===== src/logic/aucp_pkg.sv =====
// Package: constants and carrier types for the ASCII command interpreter
`default_nettype none
package aucp_pkg;
   // Character codes
   localparam logic [7:0] CH_DOLLAR = 8'h24;
   localparam logic [7:0] CH_HASH = 8'h23;
   localparam logic [7:0] CH_COMMA = 8'h2C;
   localparam logic [7:0] CH_CR = 8'h0D;
   localparam logic [7:0] CH_SP = 8'h20;
   localparam logic [7:0] CH_HT = 8'h09;
   localparam logic [7:0] CH_ZERO = 8'h30;
   localparam logic [7:0] CH_NINE = 8'h39;
   localparam logic [7:0] CH_LC_A = 8'h61;
   localparam logic [7:0] CH_LC_Z = 8'h7A;
   localparam logic [7:0] CH_DOT = 8'h2E;
   localparam logic [7:0] CH_PLUS = 8'h2B;
   localparam logic [7:0] CH_MINUS = 8'h2D;

   // Checksum
   localparam logic [7:0] CRC_POLY = 8'h07;
   localparam logic [7:0] CRC_SEED = 8'hFF;

   // Line limits
   localparam logic [6:0] MAX_LEN = 7'h64;
   localparam int NAME_MAX = 12;

   // Status codes
   localparam logic [3:0] STS_OK = 4'h0;
   localparam logic [3:0] STS_INVALID = 4'h1;
   localparam logic [3:0] STS_CRC = 4'h2;
   localparam logic [3:0] STS_UNKNOWN = 4'h3;
   localparam logic [3:0] STS_NPARAM = 4'h4;
   localparam logic [3:0] STS_BADPARAM = 4'h5;

   // Acknowledge name for entering the command mode; value is arbitrary
   localparam logic [NAME_MAX-1:0][7:0] ACK_NAME_DEF = 96'h0000_0000_0045_444F_4D44_4D43;
   localparam logic [3:0] ACK_LEN_DEF = 4'h7;

   typedef enum logic [12:0] {
      ST_IDLE = 13'h0001,
      ST_RECV = 13'h0002,
      ST_DROP = 13'h0004,
      ST_EXEC = 13'h0008,
      ST_HASH = 13'h0010,
      ST_NAME = 13'h0020,
      ST_C1 = 13'h0040,
      ST_STAT = 13'h0080,
      ST_C2 = 13'h0100,
      ST_VAL = 13'h0200,
      ST_C3 = 13'h0400,
      ST_CRC = 13'h0800,
      ST_CR = 13'h1000
   } aucp_state_t;

   typedef struct packed {
      logic [NAME_MAX-1:0][7:0] name;
      logic [3:0] name_len;
      logic [6:0] param_cnt;
      logic name_bad;
   } aucp_req_t;

   typedef struct packed {
      logic [3:0] status;
      logic has_vals;
   } aucp_exec_t;

   typedef struct packed {
      aucp_state_t st;
      logic [6:0] len;
      logic [7:0] rx_crc;
      logic [7:0] crc_at_comma;
      logic [11:0] fld_val;
      logic fld_num_ok;
      logic fld_empty;
      logic fld_bad;
      logic [6:0] commas;
      logic no_start;
      logic syn_bad;
      logic ack;
      aucp_req_t req;
      logic [3:0] status;
      logic has_vals;
      logic [3:0] idx;
      logic [7:0] tx_crc;
      logic [7:0] tx_byte;
      logic tx_valid;
      logic val_ready;
      logic req_valid;
      logic [7:0] param_char;
      logic [6:0] param_idx;
      logic param_valid;
      logic busy;
   } aucp_regs_t;
endpackage
`default_nettype wire


===== src/logic/aucp_interp.sv =====
// ASCII command interpreter: line parser, checksum check, response framer
`timescale 1ns/1ps
`default_nettype none
module aucp_interp
   import aucp_pkg::*;
#(
   parameter logic [NAME_MAX-1:0][7:0] ACK_NAME = ACK_NAME_DEF,
   parameter logic [3:0] ACK_LEN = ACK_LEN_DEF
)(
   input wire logic sys_clk_in,
   input wire logic srst_in,
   input wire logic [7:0] rx_byte_in,
   input wire logic rx_valid_in,
   input wire logic mode_enter_in,
   input wire logic tx_ready_in,
   input wire logic exec_valid_in,
   input wire aucp_exec_t exec_in,
   input wire logic [7:0] val_byte_in,
   input wire logic val_valid_in,
   input wire logic val_last_in,
   output logic [7:0] tx_byte_out,
   output logic tx_valid_out,
   output logic val_ready_out,
   output logic req_valid_out,
   output aucp_req_t req_out,
   output logic [7:0] param_char_out,
   output logic [6:0] param_idx_out,
   output logic param_valid_out,
   output logic busy_out
);
   aucp_regs_t q;
   aucp_regs_t n;

   logic [7:0] rx_crc_seed;
   logic [7:0] rx_crc_next;
   logic [7:0] tx_crc_seed;
   logic [7:0] tx_crc_next;
   logic [7:0] tx_load_byte;
   logic [2:0][7:0] crc_asc;
   logic [1:0] crc_ndig;
   logic slot;

   // A new line restarts the running checksum from the seed
   assign rx_crc_seed = (q.st == ST_RECV) ? q.rx_crc : CRC_SEED;

   aucp_crc8 u_rx_crc (
      .crc_in(rx_crc_seed),
      .byte_in(rx_byte_in),
      .crc_out(rx_crc_next)
   );

   assign tx_crc_seed = (q.st == ST_HASH) ? CRC_SEED : q.tx_crc;

   aucp_crc8 u_tx_crc (
      .crc_in(tx_crc_seed),
      .byte_in(tx_load_byte),
      .crc_out(tx_crc_next)
   );

   aucp_dec3 u_dec (
      .val_in(q.tx_crc),
      .asc_out(crc_asc),
      .ndig_out(crc_ndig)
   );

   // Transmit slot is free when nothing waits or the sink takes it now
   assign slot = !q.tx_valid || tx_ready_in;

   // Byte that the current transmit state would put on the wire
   always_comb begin
      case (q.st)
         ST_HASH: tx_load_byte = CH_HASH;
         ST_NAME: tx_load_byte = q.req.name[q.idx];
         ST_C1: tx_load_byte = CH_COMMA;
         ST_STAT: tx_load_byte = CH_ZERO + {4'h0, q.status};
         ST_C2: tx_load_byte = CH_COMMA;
         ST_VAL: tx_load_byte = val_byte_in;
         ST_C3: tx_load_byte = CH_COMMA;
         ST_CRC: tx_load_byte = crc_asc[q.idx[1:0]];
         ST_CR: tx_load_byte = CH_CR;
         default: tx_load_byte = CH_CR;
      endcase
   end

   always_comb begin
      logic is_digit;
      logic is_lower;
      logic is_num_sym;
      logic is_blank;
      logic [11:0] acc;
      logic [3:0] own;
      logic [3:0] fin;
      logic crc_bad;
      is_digit = (rx_byte_in >= CH_ZERO) && (rx_byte_in <= CH_NINE);
      is_lower = (rx_byte_in >= CH_LC_A) && (rx_byte_in <= CH_LC_Z);
      is_num_sym = (rx_byte_in == CH_DOT) || (rx_byte_in == CH_PLUS) || (rx_byte_in == CH_MINUS);
      is_blank = (rx_byte_in == CH_SP) || (rx_byte_in == CH_HT);
      acc = (q.fld_val * 12'd10) + {4'h0, rx_byte_in - CH_ZERO};
      own = q.req.name_bad ? STS_UNKNOWN : (q.syn_bad ? STS_BADPARAM : STS_OK);
      fin = exec_in.status;
      crc_bad = (q.commas == 7'h00) || q.fld_empty || !q.fld_num_ok ||
                (q.fld_val[11:8] != 4'h0) || (q.fld_val[7:0] != q.crc_at_comma);
      n = q;
      n.req_valid = 1'b0;
      n.param_valid = 1'b0;
      if (q.tx_valid && tx_ready_in) begin
         n.tx_valid = 1'b0;
      end
      case (q.st)
         ST_IDLE, ST_DROP: begin
            if (mode_enter_in && (q.st == ST_IDLE)) begin
               n.req.name = ACK_NAME;
               n.req.name_len = ACK_LEN;
               n.ack = 1'b1;
               n.has_vals = 1'b0;
               n.st = ST_HASH;
            end else if (rx_valid_in && (rx_byte_in != CH_CR) &&
                         ((rx_byte_in == CH_DOLLAR) || (q.st == ST_IDLE))) begin
               // Only a dollar leaves the dropped state
               n.st = ST_RECV;
               n.no_start = (rx_byte_in != CH_DOLLAR);
               n.len = 7'h01;
               n.rx_crc = rx_crc_next;
               n.commas = 7'h00;
               // Stale bytes would confuse a full-width name compare
               n.req.name = '0;
               n.req.name_len = 4'h0;
               n.req.name_bad = 1'b0;
               n.syn_bad = 1'b0;
               n.fld_val = 12'h000;
               n.fld_num_ok = 1'b1;
               n.fld_empty = 1'b1;
               n.fld_bad = 1'b0;
               n.ack = 1'b0;
            end
         end
         ST_RECV: begin
            if (rx_valid_in) begin
               if (rx_byte_in == CH_CR) begin
                  n.has_vals = 1'b0;
                  n.idx = 4'h0;
                  if (q.no_start) begin
                     n.status = STS_INVALID;
                     n.req.name_len = 4'h0;
                     n.st = ST_HASH;
                  end else if (crc_bad) begin
                     n.status = STS_CRC;
                     n.req.name_len = 4'h0;
                     n.st = ST_HASH;
                  end else begin
                     // Executor owns name lookup, count and side effects
                     n.req.param_cnt = q.commas - 7'h01;
                     n.req_valid = 1'b1;
                     n.st = ST_EXEC;
                  end
               end else if (q.len == (MAX_LEN - 7'h01)) begin
                  n.st = ST_DROP;
               end else begin
                  n.len = q.len + 7'h01;
                  n.rx_crc = rx_crc_next;
                  if (rx_byte_in == CH_COMMA) begin
                     n.commas = q.commas + 7'h01;
                     n.crc_at_comma = rx_crc_next;
                     if (q.commas == 7'h00) begin
                        if (q.req.name_len == 4'h0) begin
                           n.req.name_bad = 1'b1;
                        end
                     end else if (q.fld_empty || q.fld_bad) begin
                        n.syn_bad = 1'b1;
                     end
                     n.fld_val = 12'h000;
                     n.fld_num_ok = 1'b1;
                     n.fld_empty = 1'b1;
                     n.fld_bad = 1'b0;
                  end else if (q.commas == 7'h00) begin
                     if (is_lower && (q.req.name_len != NAME_MAX[3:0])) begin
                        n.req.name[q.req.name_len] = rx_byte_in;
                        n.req.name_len = q.req.name_len + 4'h1;
                     end else begin
                        n.req.name_bad = 1'b1;
                     end
                  end else if (q.fld_empty && is_blank) begin
                     n.fld_empty = 1'b1;
                  end else begin
                     n.fld_empty = 1'b0;
                     n.param_char = rx_byte_in;
                     n.param_idx = q.commas - 7'h01;
                     n.param_valid = 1'b1;
                     if (is_digit) begin
                        // Stop accumulating above 255 so an overlong checksum field cannot wrap
                        n.fld_val = (q.fld_val[11:8] != 4'h0) ? q.fld_val : acc;
                     end else begin
                        n.fld_num_ok = 1'b0;
                     end
                     if (!(is_digit || is_lower || is_num_sym)) begin
                        n.fld_bad = 1'b1;
                     end
                  end
               end
            end
         end
         ST_EXEC: begin
            if (exec_valid_in) begin
               if ((own != STS_OK) && ((fin == STS_OK) || (own < fin))) begin
                  fin = own;
               end
               n.status = fin;
               if ((fin == STS_INVALID) || (fin == STS_CRC) || (fin == STS_UNKNOWN)) begin
                  n.req.name_len = 4'h0;
               end
               n.has_vals = exec_in.has_vals;
               n.st = ST_HASH;
            end
         end
         ST_VAL: begin
            if (q.val_ready && val_valid_in) begin
               n.tx_byte = tx_load_byte;
               n.tx_valid = 1'b1;
               n.tx_crc = tx_crc_next;
               if (val_last_in) begin
                  n.st = ST_C3;
               end
            end
         end
         ST_HASH, ST_NAME, ST_C1, ST_STAT, ST_C2, ST_C3, ST_CRC, ST_CR: begin
            if (slot) begin
               n.tx_byte = tx_load_byte;
               n.tx_valid = 1'b1;
               if ((q.st != ST_CRC) && (q.st != ST_CR)) begin
                  n.tx_crc = tx_crc_next;
               end
               n.idx = 4'h0;
               case (q.st)
                  ST_HASH: begin
                     n.st = (q.req.name_len == 4'h0) ? ST_C1 : ST_NAME;
                  end
                  ST_NAME: begin
                     if (q.idx == (q.req.name_len - 4'h1)) begin
                        n.st = ST_C1;
                     end else begin
                        n.idx = q.idx + 4'h1;
                     end
                  end
                  ST_C1: begin
                     n.st = q.ack ? ST_CRC : ST_STAT;
                  end
                  ST_STAT: begin
                     n.st = ST_C2;
                  end
                  ST_C2: begin
                     n.st = q.has_vals ? ST_VAL : ST_CRC;
                  end
                  ST_C3: begin
                     n.st = ST_CRC;
                  end
                  ST_CRC: begin
                     if (q.idx == {2'b00, crc_ndig - 2'd1}) begin
                        n.st = ST_CR;
                     end else begin
                        n.idx = q.idx + 4'h1;
                     end
                  end
                  default: begin
                     n.st = ST_IDLE;
                  end
               endcase
            end
         end
         default: begin
            n.st = ST_IDLE;
         end
      endcase
      // Registered ready: one value byte per free transmit slot
      n.val_ready = (n.st == ST_VAL) && !n.tx_valid;
      // Busy also covers a closing byte still waiting for the sink
      n.busy = (n.st != ST_IDLE) || n.tx_valid;
   end

   always_ff @(posedge sys_clk_in) begin
      if (srst_in) begin
         q <= '0;
         q.st <= ST_IDLE;
      end else begin
         q <= n;
      end
   end

   assign tx_byte_out = q.tx_byte;
   assign tx_valid_out = q.tx_valid;
   assign val_ready_out = q.val_ready;
   assign req_valid_out = q.req_valid;
   assign req_out = q.req;
   assign param_char_out = q.param_char;
   assign param_idx_out = q.param_idx;
   assign param_valid_out = q.param_valid;
   assign busy_out = q.busy;
endmodule
`default_nettype wire


===== src/logic/aucp_crc8.sv =====
// One-byte step of the 8-bit checksum
`timescale 1ns/1ps
`default_nettype none
module aucp_crc8
   import aucp_pkg::*;
(
   input wire logic [7:0] crc_in,
   input wire logic [7:0] byte_in,
   output logic [7:0] crc_out
);
   always_comb begin
      logic [7:0] c;
      c = crc_in ^ byte_in;
      for (int i = 0; i < 8; i++) begin
         c = c[7] ? ((c << 1) ^ CRC_POLY) : (c << 1);
      end
      crc_out = c;
   end
endmodule
`default_nettype wire


===== src/logic/aucp_dec3.sv =====
// Byte to decimal ASCII digits, leading zeros suppressed
`timescale 1ns/1ps
`default_nettype none
module aucp_dec3
   import aucp_pkg::*;
(
   input wire logic [7:0] val_in,
   output logic [2:0][7:0] asc_out,
   output logic [1:0] ndig_out
);
   always_comb begin
      logic [7:0] h;
      logic [7:0] t;
      logic [7:0] o;
      h = val_in / 8'd100;
      t = (val_in / 8'd10) % 8'd10;
      o = val_in % 8'd10;
      asc_out = '0;
      // Slot 0 is the first digit on the wire
      if (h != 8'h00) begin
         asc_out[0] = CH_ZERO + h;
         asc_out[1] = CH_ZERO + t;
         asc_out[2] = CH_ZERO + o;
         ndig_out = 2'd3;
      end else if (t != 8'h00) begin
         asc_out[0] = CH_ZERO + t;
         asc_out[1] = CH_ZERO + o;
         ndig_out = 2'd2;
      end else begin
         asc_out[0] = CH_ZERO + o;
         ndig_out = 2'd1;
      end
   end
endmodule
`default_nettype wire


===== config.mk =====
export PLATFORM = sky130hd
export DESIGN_NAME = aucp_interp
export DESIGN_NICKNAME = d
export VERILOG_FILES = /design/src/logic/aucp_pkg.sv /design/src/logic/aucp_interp.sv /design/src/logic/aucp_crc8.sv /design/src/logic/aucp_dec3.sv
export SDC_FILE = /design/constraint.sdc
export NUM_CORES = 1
export LEC_CHECK = 0
export ABC_CLOCK_PERIOD_IN_PS = 6320
export BUFFER_PORTS_ARGS = -buffer_cell sky130_fd_sc_hd__buf_2
export CORE_UTILIZATION = 30
export DETAILED_ROUTE_END_ITERATION = 10
export GPL_TIMING_DRIVEN = 0
export PLACE_DENSITY = 0.58
export SETUP_SLACK_MARGIN = 0.5
export SYNTH_ARGS = -nofsm -noshare
export SYNTH_HDL_FRONTEND = slang
export SYNTH_SLANG_ARGS = --single-unit
export TNS_END_PERCENT = 1

===== constraint.sdc =====
create_clock -name sys_clk_in -period 6.32 [get_ports sys_clk_in]
set_clock_uncertainty 0.15 [all_clocks]
set_input_delay 0.632 -clock sys_clk_in [delete_from_list [all_inputs] [get_ports sys_clk_in]]
set_output_delay 0.632 -clock sys_clk_in [all_outputs]
set_load 0.01 [all_outputs]

==> impl_metrics.py, run 1 <==
metrics = {
    "routing": {
        "dr.first_iter.drc_count": 1091,
        "wirelength_um": 51900,
        "drt-vias-per-instance": 5.30,
        "postRouteAntennaNets": 0,
        "drtPass1Iterations": 10,
        "wl_per_cell_um": 20.0,
        "vias": 13800,
        "drc_errors": 14,
    },
    "sta": {
        "slew_headroom_pct": 15.5,
        "max_clock_freq_mhz": 171,
        "setup_viol_count_final": 0,
        "worst_slew_pin_slew_ns": 1.26,
        "setup_tns_ns": 0,
        "rsz0062_at_grt": "yes",
        "finalCritPeriodShare_pct": 92.4,
        "hold_viol": 0,
        "drv_slew": 0,
        "period_needed_ns": 5.84,
    },
    "logic_synthesis": {
        "syn_inst": 1744,
        "synth_seq_cells": 214,
        "synthArstFlopShare_pct": 0,
        "syn-cell-area_mm2": 0.0143,
        "ys_warn_count": 0,
        "yosysSeqAreaShare_pct": 30.0,
        "avgSynthCellArea_um2": 8.20,
        "synth_cell_types": 100,
        "ys.flop_type": "dfxtp_1",
        "synth_edf_count": 0,
    },
    "clock_tree": {
        "h-tree-depth": 1,
        "clock-sinks": 214,
        "cts_tree": "done",
        "ctsRootBufferMaster": "clkbuf_16",
        "hold_buffers": 0,
        "clock_path_buffers": 3,
        "clkSlewWorstSetupHoldPaths_ns": 0.07,
        "numCtsBuffers": 26,
        "clk-insertion-delay-late_ns": 0.56,
    },
    "cells_and_area": {
        "final_common_cell": "nor2_1",
        "layoutNonFillerInstCount": 2598,
        "layout-drive-gt1-share_pct": 23.9,
        "fin_nets": 2042,
        "final_cell_mix": "288 x nor2_1, 209 x dfxtp_1, 165 x buf_4",
        "area_delta_synth_final_pct": 21.3,
        "post-route-util_pct": 37.1,
    },
    "critical_path": {
        "cp_data_arrival_time_ns": 6.13,
        "cp.required_ns": 6.61,
        "cpPeakStageDelay_ns": 0.51,
        "cp_slowest_cell": "or4b_4",
        "criticalPathCategory": "reg -> reg",
        "critPathLaunchType": "flip-flop",
        "critPathCaptureType": "flip-flop",
        "crit_fanout": 7,
    },
    "hold_path": {
        "hp-class": "in -> reg",
    },
    "placed_design": {
        "gp_congestion": 0.907,
        "dp_hpwl_um": 40100,
        "port_buffers": 160,
        "place_inst": 2512,
    },
    "global_routing": {
        "antenna_found_initial": 2,
        "grt_usage_pct": 21.1,
        "grt_pass1_wl_um": 79100,
        "grt.overflow.total": 0,
        "grt_pass1_vias": 13400,
        "grt_max_degree": 13,
    },
    "outcome": {
        "violations": "DRC",
        "run_status": "finished with violations",
    },
    "pwr": {
        "p_leak_uw": 0.00730,
        "peakVddDrop_mv": 0.170,
        "clock_power_share_pct": 30.7,
        "seq_power_share_pct": 30.3,
        "power_switching_uw": 2000,
        "intPower_uw": 3230,
        "power_density_mw_per_mm2": 301,
        "pwr-share-comb_pct": 39.0,
        "swShare_pct": 38.2,
    },
    "die": {
        "rows": 79,
        "dieArea_mm2": 0.0485,
        "die_w_um": 220,
        "fp.dieH_um": 220,
        "core_area_mm2": 0.0468,
        "start_util_pct": 30.6,
        "io_pins": 165,
    },
    "run": {
        "max_cap_violations": 0,
    },
}
==> worst paths after layout <==
path	depth (start not counted)	from	to	slack, ns
worst min-delay path	3	exec_in[0]	q[40]	0.23
worst max register to register	27	q[32]	q[30]	0.48
worst max-delay path	27	q[32]	q[30]	0.48
worst min register to register	2	q[163]	q[163]	0.35
==> per-layer routing <==
| layer | part of all wire, % | global-route usage (%) | vias to the layer above |
|---|---|---|---|
| met1 | 44 | 28.2 | 6612 |
| met5 | 0 | 0 | - |
| met2 | 46 | 34.2 | 527 |
| li1 | - | - | 6544 |
| met4 | 3.0 | 7.36 | 0 |
| met3 | 6.6 | 3.33 | 89 |
==> layout make-up <==
type                            instances  area [um2]
Antenna cell                            3        7.51
Buffer                                247        1610
Clock buffer                           40         795
Clock inverter                          8         119
Fill cell                            4880       29400
Inverter                               39         146
Multi-Input combinational cell       1245        8540
Sequential cell                       214        4300
Tap cell                              607         759
Timing Repair Buffer                  195        1060
==> worst max-delay path: cells and delay by family (launching register included) <==
| kind | cells | cell delay (ns) |
|---|---|---|
| AO/OA/AOI/OAI | 9 | 1.72 |
| AND/OR/NAND/NOR | 9 | 1.53 |
| XOR/XNOR | 2 | 0.78 |
| multiplexers | 2 | 0.55 |
| adder cells (fa/ha/maj) | 2 | 0.36 |
| flip-flops | 1 | 0.34 |
| buffers and inverters | 3 | 0.34 |
==> power groups by stage <==
stage / sequential (uW) / clock [uW] / combinational, uW
after floorplan: 1560 / 0 / 1340
after CTS: 1580 / 1620 / 1990
after detailed placement: 1610 / 0 / 1880
final: 1590 / 1600 / 2040
after global routing: 1600 / 1680 / 2210
after global placement: 1610 / 0 / 1850
==> sequential cells by signal (all words and copies together) (netlist names) <==
signal,count
tx_byte_out,8
param_idx_out,7
q,78
busy_out,1
val_ready_out,1
param_char_out,8
param_valid_out,1
req_out,108
req_valid_out,1
tx_valid_out,1
==> stage by stage <==
stage	setup WS [ns]	cell area (um2)	hold slack (ns)	total power (uW)
floorplan	0.559	14300	0.281	2900
CTS	0.414	17200	0.228	5200
global route	0.275	17300	0.239	5490
finish	0.479	17300	0.232	5230
global placement	-0.504	15900	0.331	3460
detailed placement	-0.576	15900	0.335	3490
==> Yosys cell counts, types with 10 or more instances <==
cell type / count / share of area, %
clkbuf_1: 81 / 2.1
a21o_1: 18 / 0.95
ha_1: 43 / 3.8
nor2_1: 291 / 7.6
and2_1: 23 / 1.0
buf_1: 17 / 0.45
and3_1: 15 / 0.66
a211oi_1: 37 / 1.9
mux2i_1: 39 / 2.7
xor2_1: 46 / 2.8
nand2b_1: 16 / 0.70
a311oi_1: 15 / 0.92
nor3_1: 54 / 1.9
inv_1: 38 / 1.0
o21ai_0: 61 / 2.1
nor3b_1: 12 / 0.63
mux4_2: 24 / 3.8
nand3_1: 29 / 1.0
buf_4: 135 / 7.1
nand2_1: 87 / 2.3
xnor2_1: 63 / 3.9
a21oi_1: 66 / 2.3
nor2b_1: 14 / 0.61
a31oi_1: 14 / 0.61
dfxtp_1: 214 / 30
buf_2: 10 / 0.35
a22oi_1: 73 / 3.8
==> cells by family after synthesis <==
group                    synth area share, %
AO/OA/AOI/OAI                           19.3
XOR/XNOR                                7.33
adder cells (fa/ha/maj)                 4.04
buffers and inverters                   11.4
flip-flops                              30.0
multiplexers                            6.83
other                                 0.0262
AND/OR/NAND/NOR                         21.1
==> what timing repair did <==
| action | in CTS | in global routing |
|---|---|---|
| setup endpoints to repair | 21 | 35 |
| buffers inserted | 31 | 3 |
| gates resized for setup | 63 | 17 |
| cloned | 1 | 0 |
| pin swaps | 16 | 3 |
| hold endpoints to repair | 0 | 0 |
No activity file was read; power rests on OpenSTA's default activity.
==> run 2, diff against run 1 <==
ABC_CLOCK_PERIOD_IN_PS = 6060   (was 6320)
MAX_ROUTING_LAYER = met4   (was default)
PLACE_DENSITY = 0.57   (was 0.58)
clock period = 6.06 ns   (was 6.32 ns; I/O delays follow)
==> impl_metrics.py, run 2 (synthesis gave the netlist of run 1 again) <==
metrics = {
    "outcome": {
        "run_status": "finished with violations",
        "violations": "DRC",
    },
    "clock_tree": {
        "h-tree-depth": 1,
        "clock_path_buffers": 3,
        "numCtsBuffers": 26,
        "clkSlewWorstSetupHoldPaths_ns": 0.06,
        "hold_buffers": 0,
        "clock-sinks": 214,
        "ctsRootBufferMaster": "clkbuf_16",
        "cts_tree": "done",
        "clk-insertion-delay-late_ns": 0.56,
    },
    "cells_and_area": {
        "largest_register_ffs": 108,
        "layoutNonFillerInstCount": 2609,
        "final_area_mm2": 0.0177,
        "final_common_cell": "nor2_1",
        "multi_input_area_mm2": 0.00870,
        "diodes": 0,
        "fin_nets": 2056,
        "area_delta_synth_final_pct": 23.5,
        "final_cell_mix": "286 x nor2_1, 209 x dfxtp_1, 178 x buf_4",
        "layout-drive-gt1-share_pct": 25.8,
        "sequential_cell_area_mm2": 0.00430,
        "nFillCells": 4849,
    },
    "pwr": {
        "p_leak_uw": 0.00744,
        "pwr-share-comb_pct": 39.0,
        "power_density_mw_per_mm2": 317,
        "swShare_pct": 37.9,
        "seq_power_share_pct": 29.6,
        "intPower_uw": 3480,
        "clock_power_share_pct": 31.4,
        "power_switching_uw": 2120,
        "peakVddDrop_mv": 0.233,
    },
    "routing": {
        "drc_errors": 4,
        "dr.first_iter.drc_count": 1161,
        "wirelength_um": 52600,
        "wl_per_cell_um": 20.2,
        "vias": 14000,
        "drtPass1Iterations": 11,
        "drt-vias-per-instance": 5.35,
        "postRouteAntennaNets": 0,
    },
    "critical_path": {
        "criticalPathCategory": "reg -> reg",
        "cp.required_ns": 6.34,
        "cpMostUsedCell": "buf_6",
        "critPathLaunchType": "flip-flop",
        "cp_data_arrival_time_ns": 6.18,
        "cpPeakStageDelay_ns": 0.50,
        "cpLargestDelayFamily": "simple AND/OR/NAND/NOR gates",
        "crit_buf_inv": 7,
        "crit_fanout": 7,
        "cp_slowest_cell": "or4b_4",
        "critPathCaptureType": "flip-flop",
    },
    "global_routing": {
        "antenna_found_initial": 0,
        "grt_usage_pct": 21.9,
        "grt_max_degree": 14,
        "grt.overflow.total": 0,
        "grt_pass1_vias": 13300,
        "grt_pass1_wl_um": 79600,
    },
    "die": {
        "fp.dieH_um": 220,
        "start_util_pct": 30.6,
        "dieArea_mm2": 0.0485,
        "io_pins": 165,
        "die_w_um": 220,
        "rows": 79,
        "core_area_mm2": 0.0468,
    },
    "sta": {
        "hold_viol": 0,
        "rsz0062_at_grt": "yes",
        "max_clock_freq_mhz": 170,
        "setup_tns_ns": 0,
        "setup_ws_ns": 0.165,
        "drv_slew": 0,
        "hold_ws_ns": 0.200,
        "period_needed_ns": 5.89,
        "finalCritPeriodShare_pct": 97.3,
        "setup_viol_count_final": 0,
        "worst_slew_pin_slew_ns": 1.45,
        "slew_headroom_pct": 3.40,
    },
    "placed_design": {
        "gp_congestion": 0.928,
        "place_inst": 2512,
        "port_buffers": 160,
        "dp_hpwl_um": 40500,
        "post_dp_cell_area_mm2": 0.0159,
        "pre_cts_slack_ns": -0.473,
    },
    "run": {
        "max_cap_violations": 0,
    },
    "hold_path": {
        "hp-class": "in -> reg",
    },
}
## run 2: worst reg2reg max path, delay by kind of cell (launching register included)
kind / cells / cell delay [ns]
multiplexers: 1 / 0.25
AO/OA/AOI/OAI: 9 / 1.45
flip-flops: 1 / 0.32
AND/OR/NAND/NOR: 9 / 1.79
adder cells (fa/ha/maj): 2 / 0.28
buffers and inverters: 7 / 0.80
XOR/XNOR: 2 / 0.78
## run 2: through the flow
| stage | power (uW) | util, % |
|---|---|---|
| after global routing | 5870 | 37.8 |
| after global placement | 3650 | 34.1 |
| after detailed placement | 3670 | 34.1 |
| after CTS | 5520 | 37.1 |
| final | 5600 | 37.8 |
| after floorplan | 3040 | - |
## run 2: path summary, 6_finish.rpt
check / from / end / slack [ns] / depth (start not counted)
max reg2reg: q[33] / q[30] / 0.17 / 30
max: q[33] / q[30] / 0.17 / 30
min: exec_in[0] / q[40] / 0.20 / 3
min reg2reg: q[163] / q[163] / 0.35 / 2
## run 2: routing by layer
layer	routed length (um)	global-route usage, %	vias to the layer above
met1	23300	29.1	6802
met4	1280	5.89	0
met2	24700	35.2	523
met5	0	-	-
li1	-	-	6563
met3	3320	2.20	65
## run 2: final cells by class
| type | instances | share of cell area (%) |
|---|---|---|
| inverters | 39 | 0.829 |
| plain buffers | 247 | 9.12 |
| well taps | 607 | 4.30 |
| flip-flops and latches | 214 | 24.3 |
| clock inverters | 12 | 1.30 |
| repair buffers | 209 | 6.63 |
| clock buffers | 36 | 4.18 |
| multi-input cells | 1245 | 49.3 |
## run 2: what timing repair did
item,CTS,global route
setup buffers,36,12
pin swaps,16,45
gates cloned,1,0
setup endpoints to repair,22,56
gates resized for setup,43,53
## run 2: power by group through the flow
stage	clock [uW]	sequential [uW]	combinational, uW
after CTS	1780	1650	2090
final	1760	1650	2180
after detailed placement	0	1680	1990
after global placement	0	1680	1970
after floorplan	0	1620	1420
after global routing	1850	1670	2360
==> run 3, diff against run 2 <==
ABC_AREA = 1   (was default)
==> impl_metrics.py, run 3 <==
metrics = {
    "outcome": {
        "run_status": "complete, no violations",
    },
    "critical_path": {
        "cpMostUsedCell": "nand2_1",
        "cp.required_ns": 6.33,
        "cpPeakStageDelay_ns": 0.44,
        "critPathLaunchType": "flip-flop",
        "crit_fanout": 7,
        "cp_data_arrival_time_ns": 5.35,
        "cp_slowest_cell": "dfxtp_2",
        "criticalPathCategory": "reg -> reg",
        "critPathCaptureType": "flip-flop",
    },
    "cells_and_area": {
        "area_delta_synth_final_pct": 17.3,
        "fin_nets": 2342,
        "nFillCells": 4984,
        "final_cell_mix": "398 x nand2_1, 222 x inv_1, 211 x dfxtp_1",
        "multi_input_area_mm2": 0.00763,
        "largest_register_ffs": 108,
        "post-route-util_pct": 36.0,
        "sequential_cell_area_mm2": 0.00429,
        "layout-drive-gt1-share_pct": 18.2,
        "final_common_cell": "nand2_1",
    },
    "global_routing": {
        "grt_pass1_vias": 13600,
        "grt_usage_pct": 21.8,
        "grt_pass1_wl_um": 77900,
        "antenna_found_initial": 2,
        "grt_max_degree": 14,
        "grt.overflow.total": 0,
    },
    "pwr": {
        "p_leak_uw": 0.00771,
        "peakVddDrop_mv": 0.199,
        "seq_power_share_pct": 32.2,
        "swShare_pct": 41.8,
        "pwr-share-comb_pct": 39.1,
        "power_switching_uw": 2190,
        "clock_power_share_pct": 28.7,
        "power_density_mw_per_mm2": 319,
        "intPower_uw": 3050,
    },
    "logic_synthesis": {
        "synth_seq_cells": 214,
        "ys_warn_count": 0,
        "yosysTopAreaCell": "dfxtp_1",
        "synthTopCellsByCount": "399 x nand2_1, 222 x inv_1, 214 x dfxtp_1",
        "yosysSeqAreaShare_pct": 30.6,
        "synthTopCellsByArea": "dfxtp_1 31%, nand2_1 11%, buf_4 7.0%, a21oi_1 6.4%, inv_1 6.0%",
        "synth_cell_types": 59,
        "ys.flop_type": "dfxtp_1",
        "synth.most_common_cell": "nand2_1",
        "avgSynthCellArea_um2": 6.75,
        "synth_edf_count": 0,
        "netlist.area_leader.share_pct": 30.6,
        "synthArstFlopShare_pct": 0,
        "syn-cell-area_mm2": 0.0140,
        "syn_inst": 2074,
    },
    "routing": {
        "drt-vias-per-instance": 5.06,
        "drc_errors": 0,
        "wl_per_cell_um": 17.9,
        "wirelength_um": 51800,
        "drtPass1Iterations": 6,
        "vias": 14600,
        "postRouteAntennaNets": 0,
        "dr.first_iter.drc_count": 1184,
    },
    "clock_tree": {
        "clock-sinks": 214,
        "cts_tree": "done",
        "numCtsBuffers": 26,
        "clk-insertion-delay-late_ns": 0.57,
        "clkSlewWorstSetupHoldPaths_ns": 0.06,
        "clock_path_buffers": 3,
        "h-tree-depth": 1,
        "ctsRootBufferMaster": "clkbuf_16",
    },
    "sta": {
        "finalCritPeriodShare_pct": 84.0,
        "drv_slew": 0,
        "hold_viol": 0,
        "rsz0062_at_grt": "yes",
        "setup_viol_count_final": 0,
        "slew_headroom_pct": 20.8,
        "worst_slew_pin_slew_ns": 1.18,
        "setup_tns_ns": 0,
        "period_needed_ns": 5.09,
        "max_clock_freq_mhz": 197,
    },
    "die": {
        "rows": 78,
        "core_area_mm2": 0.0457,
        "io_pins": 165,
        "start_util_pct": 30.7,
        "die_w_um": 218,
        "fp.dieH_um": 218,
        "dieArea_mm2": 0.0475,
    },
    "run": {
        "max_cap_violations": 0,
    },
    "hold_path": {
        "hp-class": "in -> reg",
    },
    "placed_design": {
        "gp_congestion": 0.939,
        "port_buffers": 163,
        "dp_hpwl_um": 40700,
    },
}
==> run 3: cell types whose count changed after synthesis, moves of 19 or more <==
cell	change
nor2_1	-83
xnor2_1	-46
o21ai_0	+71
nand2_1	+312
a21oi_1	+114
mux2i_1	-39
inv_1	+184
nand2_2	+25
mux4_2	-24
and2_1	-19
a22oi_1	-70
nand3_1	+75
==> run 3: kinds of logic after synthesis <==
| logic type | after synthesis | synth area share [%] |
|---|---|---|
| buf+inv | 432 | 15.1 |
| flops | 214 | 30.6 |
| fa+ha+maj | 45 | 4.13 |
| other cells | 1 | 0.0268 |
| simple gates | 856 | 26.9 |
| xor+xnor | 60 | 3.81 |
| compound gates | 466 | 19.4 |
==> run 3: final timing paths <==
kind | start | to | slack, ns | depth (start not counted)
hold / removal | exec_in[0] | q[40] | 0.18 | 3
hold reg to reg | q[44] | q[44] | 0.30 | 2
setup / recovery | q[33] | q[32] | 0.97 | 44
setup reg to reg | q[33] | q[32] | 0.97 | 44
==> run 3: final cells by class <==
| cell class | count | share of cell area (%) |
|---|---|---|
| timing repair buffer | 165 | 5.06 |
| sequential | 214 | 26.1 |
| buffer | 197 | 7.56 |
| antenna | 2 | 0.0305 |
| clock inverter | 7 | 0.472 |
| tap | 600 | 4.57 |
| inverter | 235 | 5.39 |
| multi-input combinational | 1429 | 46.4 |
| clock buffer | 39 | 4.38 |
==> run 3: metrics by stage <==
step / setup WS, ns / cells / instance area [um2] / hold slack, ns / total power [uW]
after detailed placement: 0.808 / 2838 / 15600 / 0.298 / 3710
after global placement: 0.875 / 2838 / 15600 / 0.299 / 3700
after floorplan: 1.57 / 2075 / 14000 / 0.271 / 3040
final: 0.972 / 2888 / 16400 / 0.184 / 5230
after global routing: 0.424 / 2888 / 16400 / 0.204 / 5520
after CTS: 0.787 / 2884 / 16400 / 0.178 / 5210
==> run 3: critical path: cells and delay by family (launching register included) <==
family                     cells  cell delay (ns)
AOI/OAI and AO/OA              3             0.31
xor gates and xnor gates       1             0.18
adders and majority gates      2             0.29
buffers and inverters          6             0.39
DFF                            1             0.44
and+or+nand+nor               32             3.15
==> run 3: routing by layer <==
layer / global-route usage [%] / wire (um)
met5: - / 0
met4: 7.39 / 1800
met2: 35.3 / 24000
met3: 3.03 / 3640
met1: 27.6 / 22300
==> run 3: timing repair <==
| item | CTS | global route |
|---|---|---|
| setup buffers | 0 | 2 |
| endpoints found under the setup margin | 0 | 17 |
| gates resized for setup | 0 | 10 |
| hold buffers | 0 | 0 |
==> run 3: power by group through the flow <==
stage,clock (uW),combinational (uW),sequential [uW]
finish,1500,2050,1690
global route,1580,2240,1700
CTS,1520,2010,1680
detailed placement,0,2000,1710
global placement,0,1980,1710
floorplan,0,1390,1650
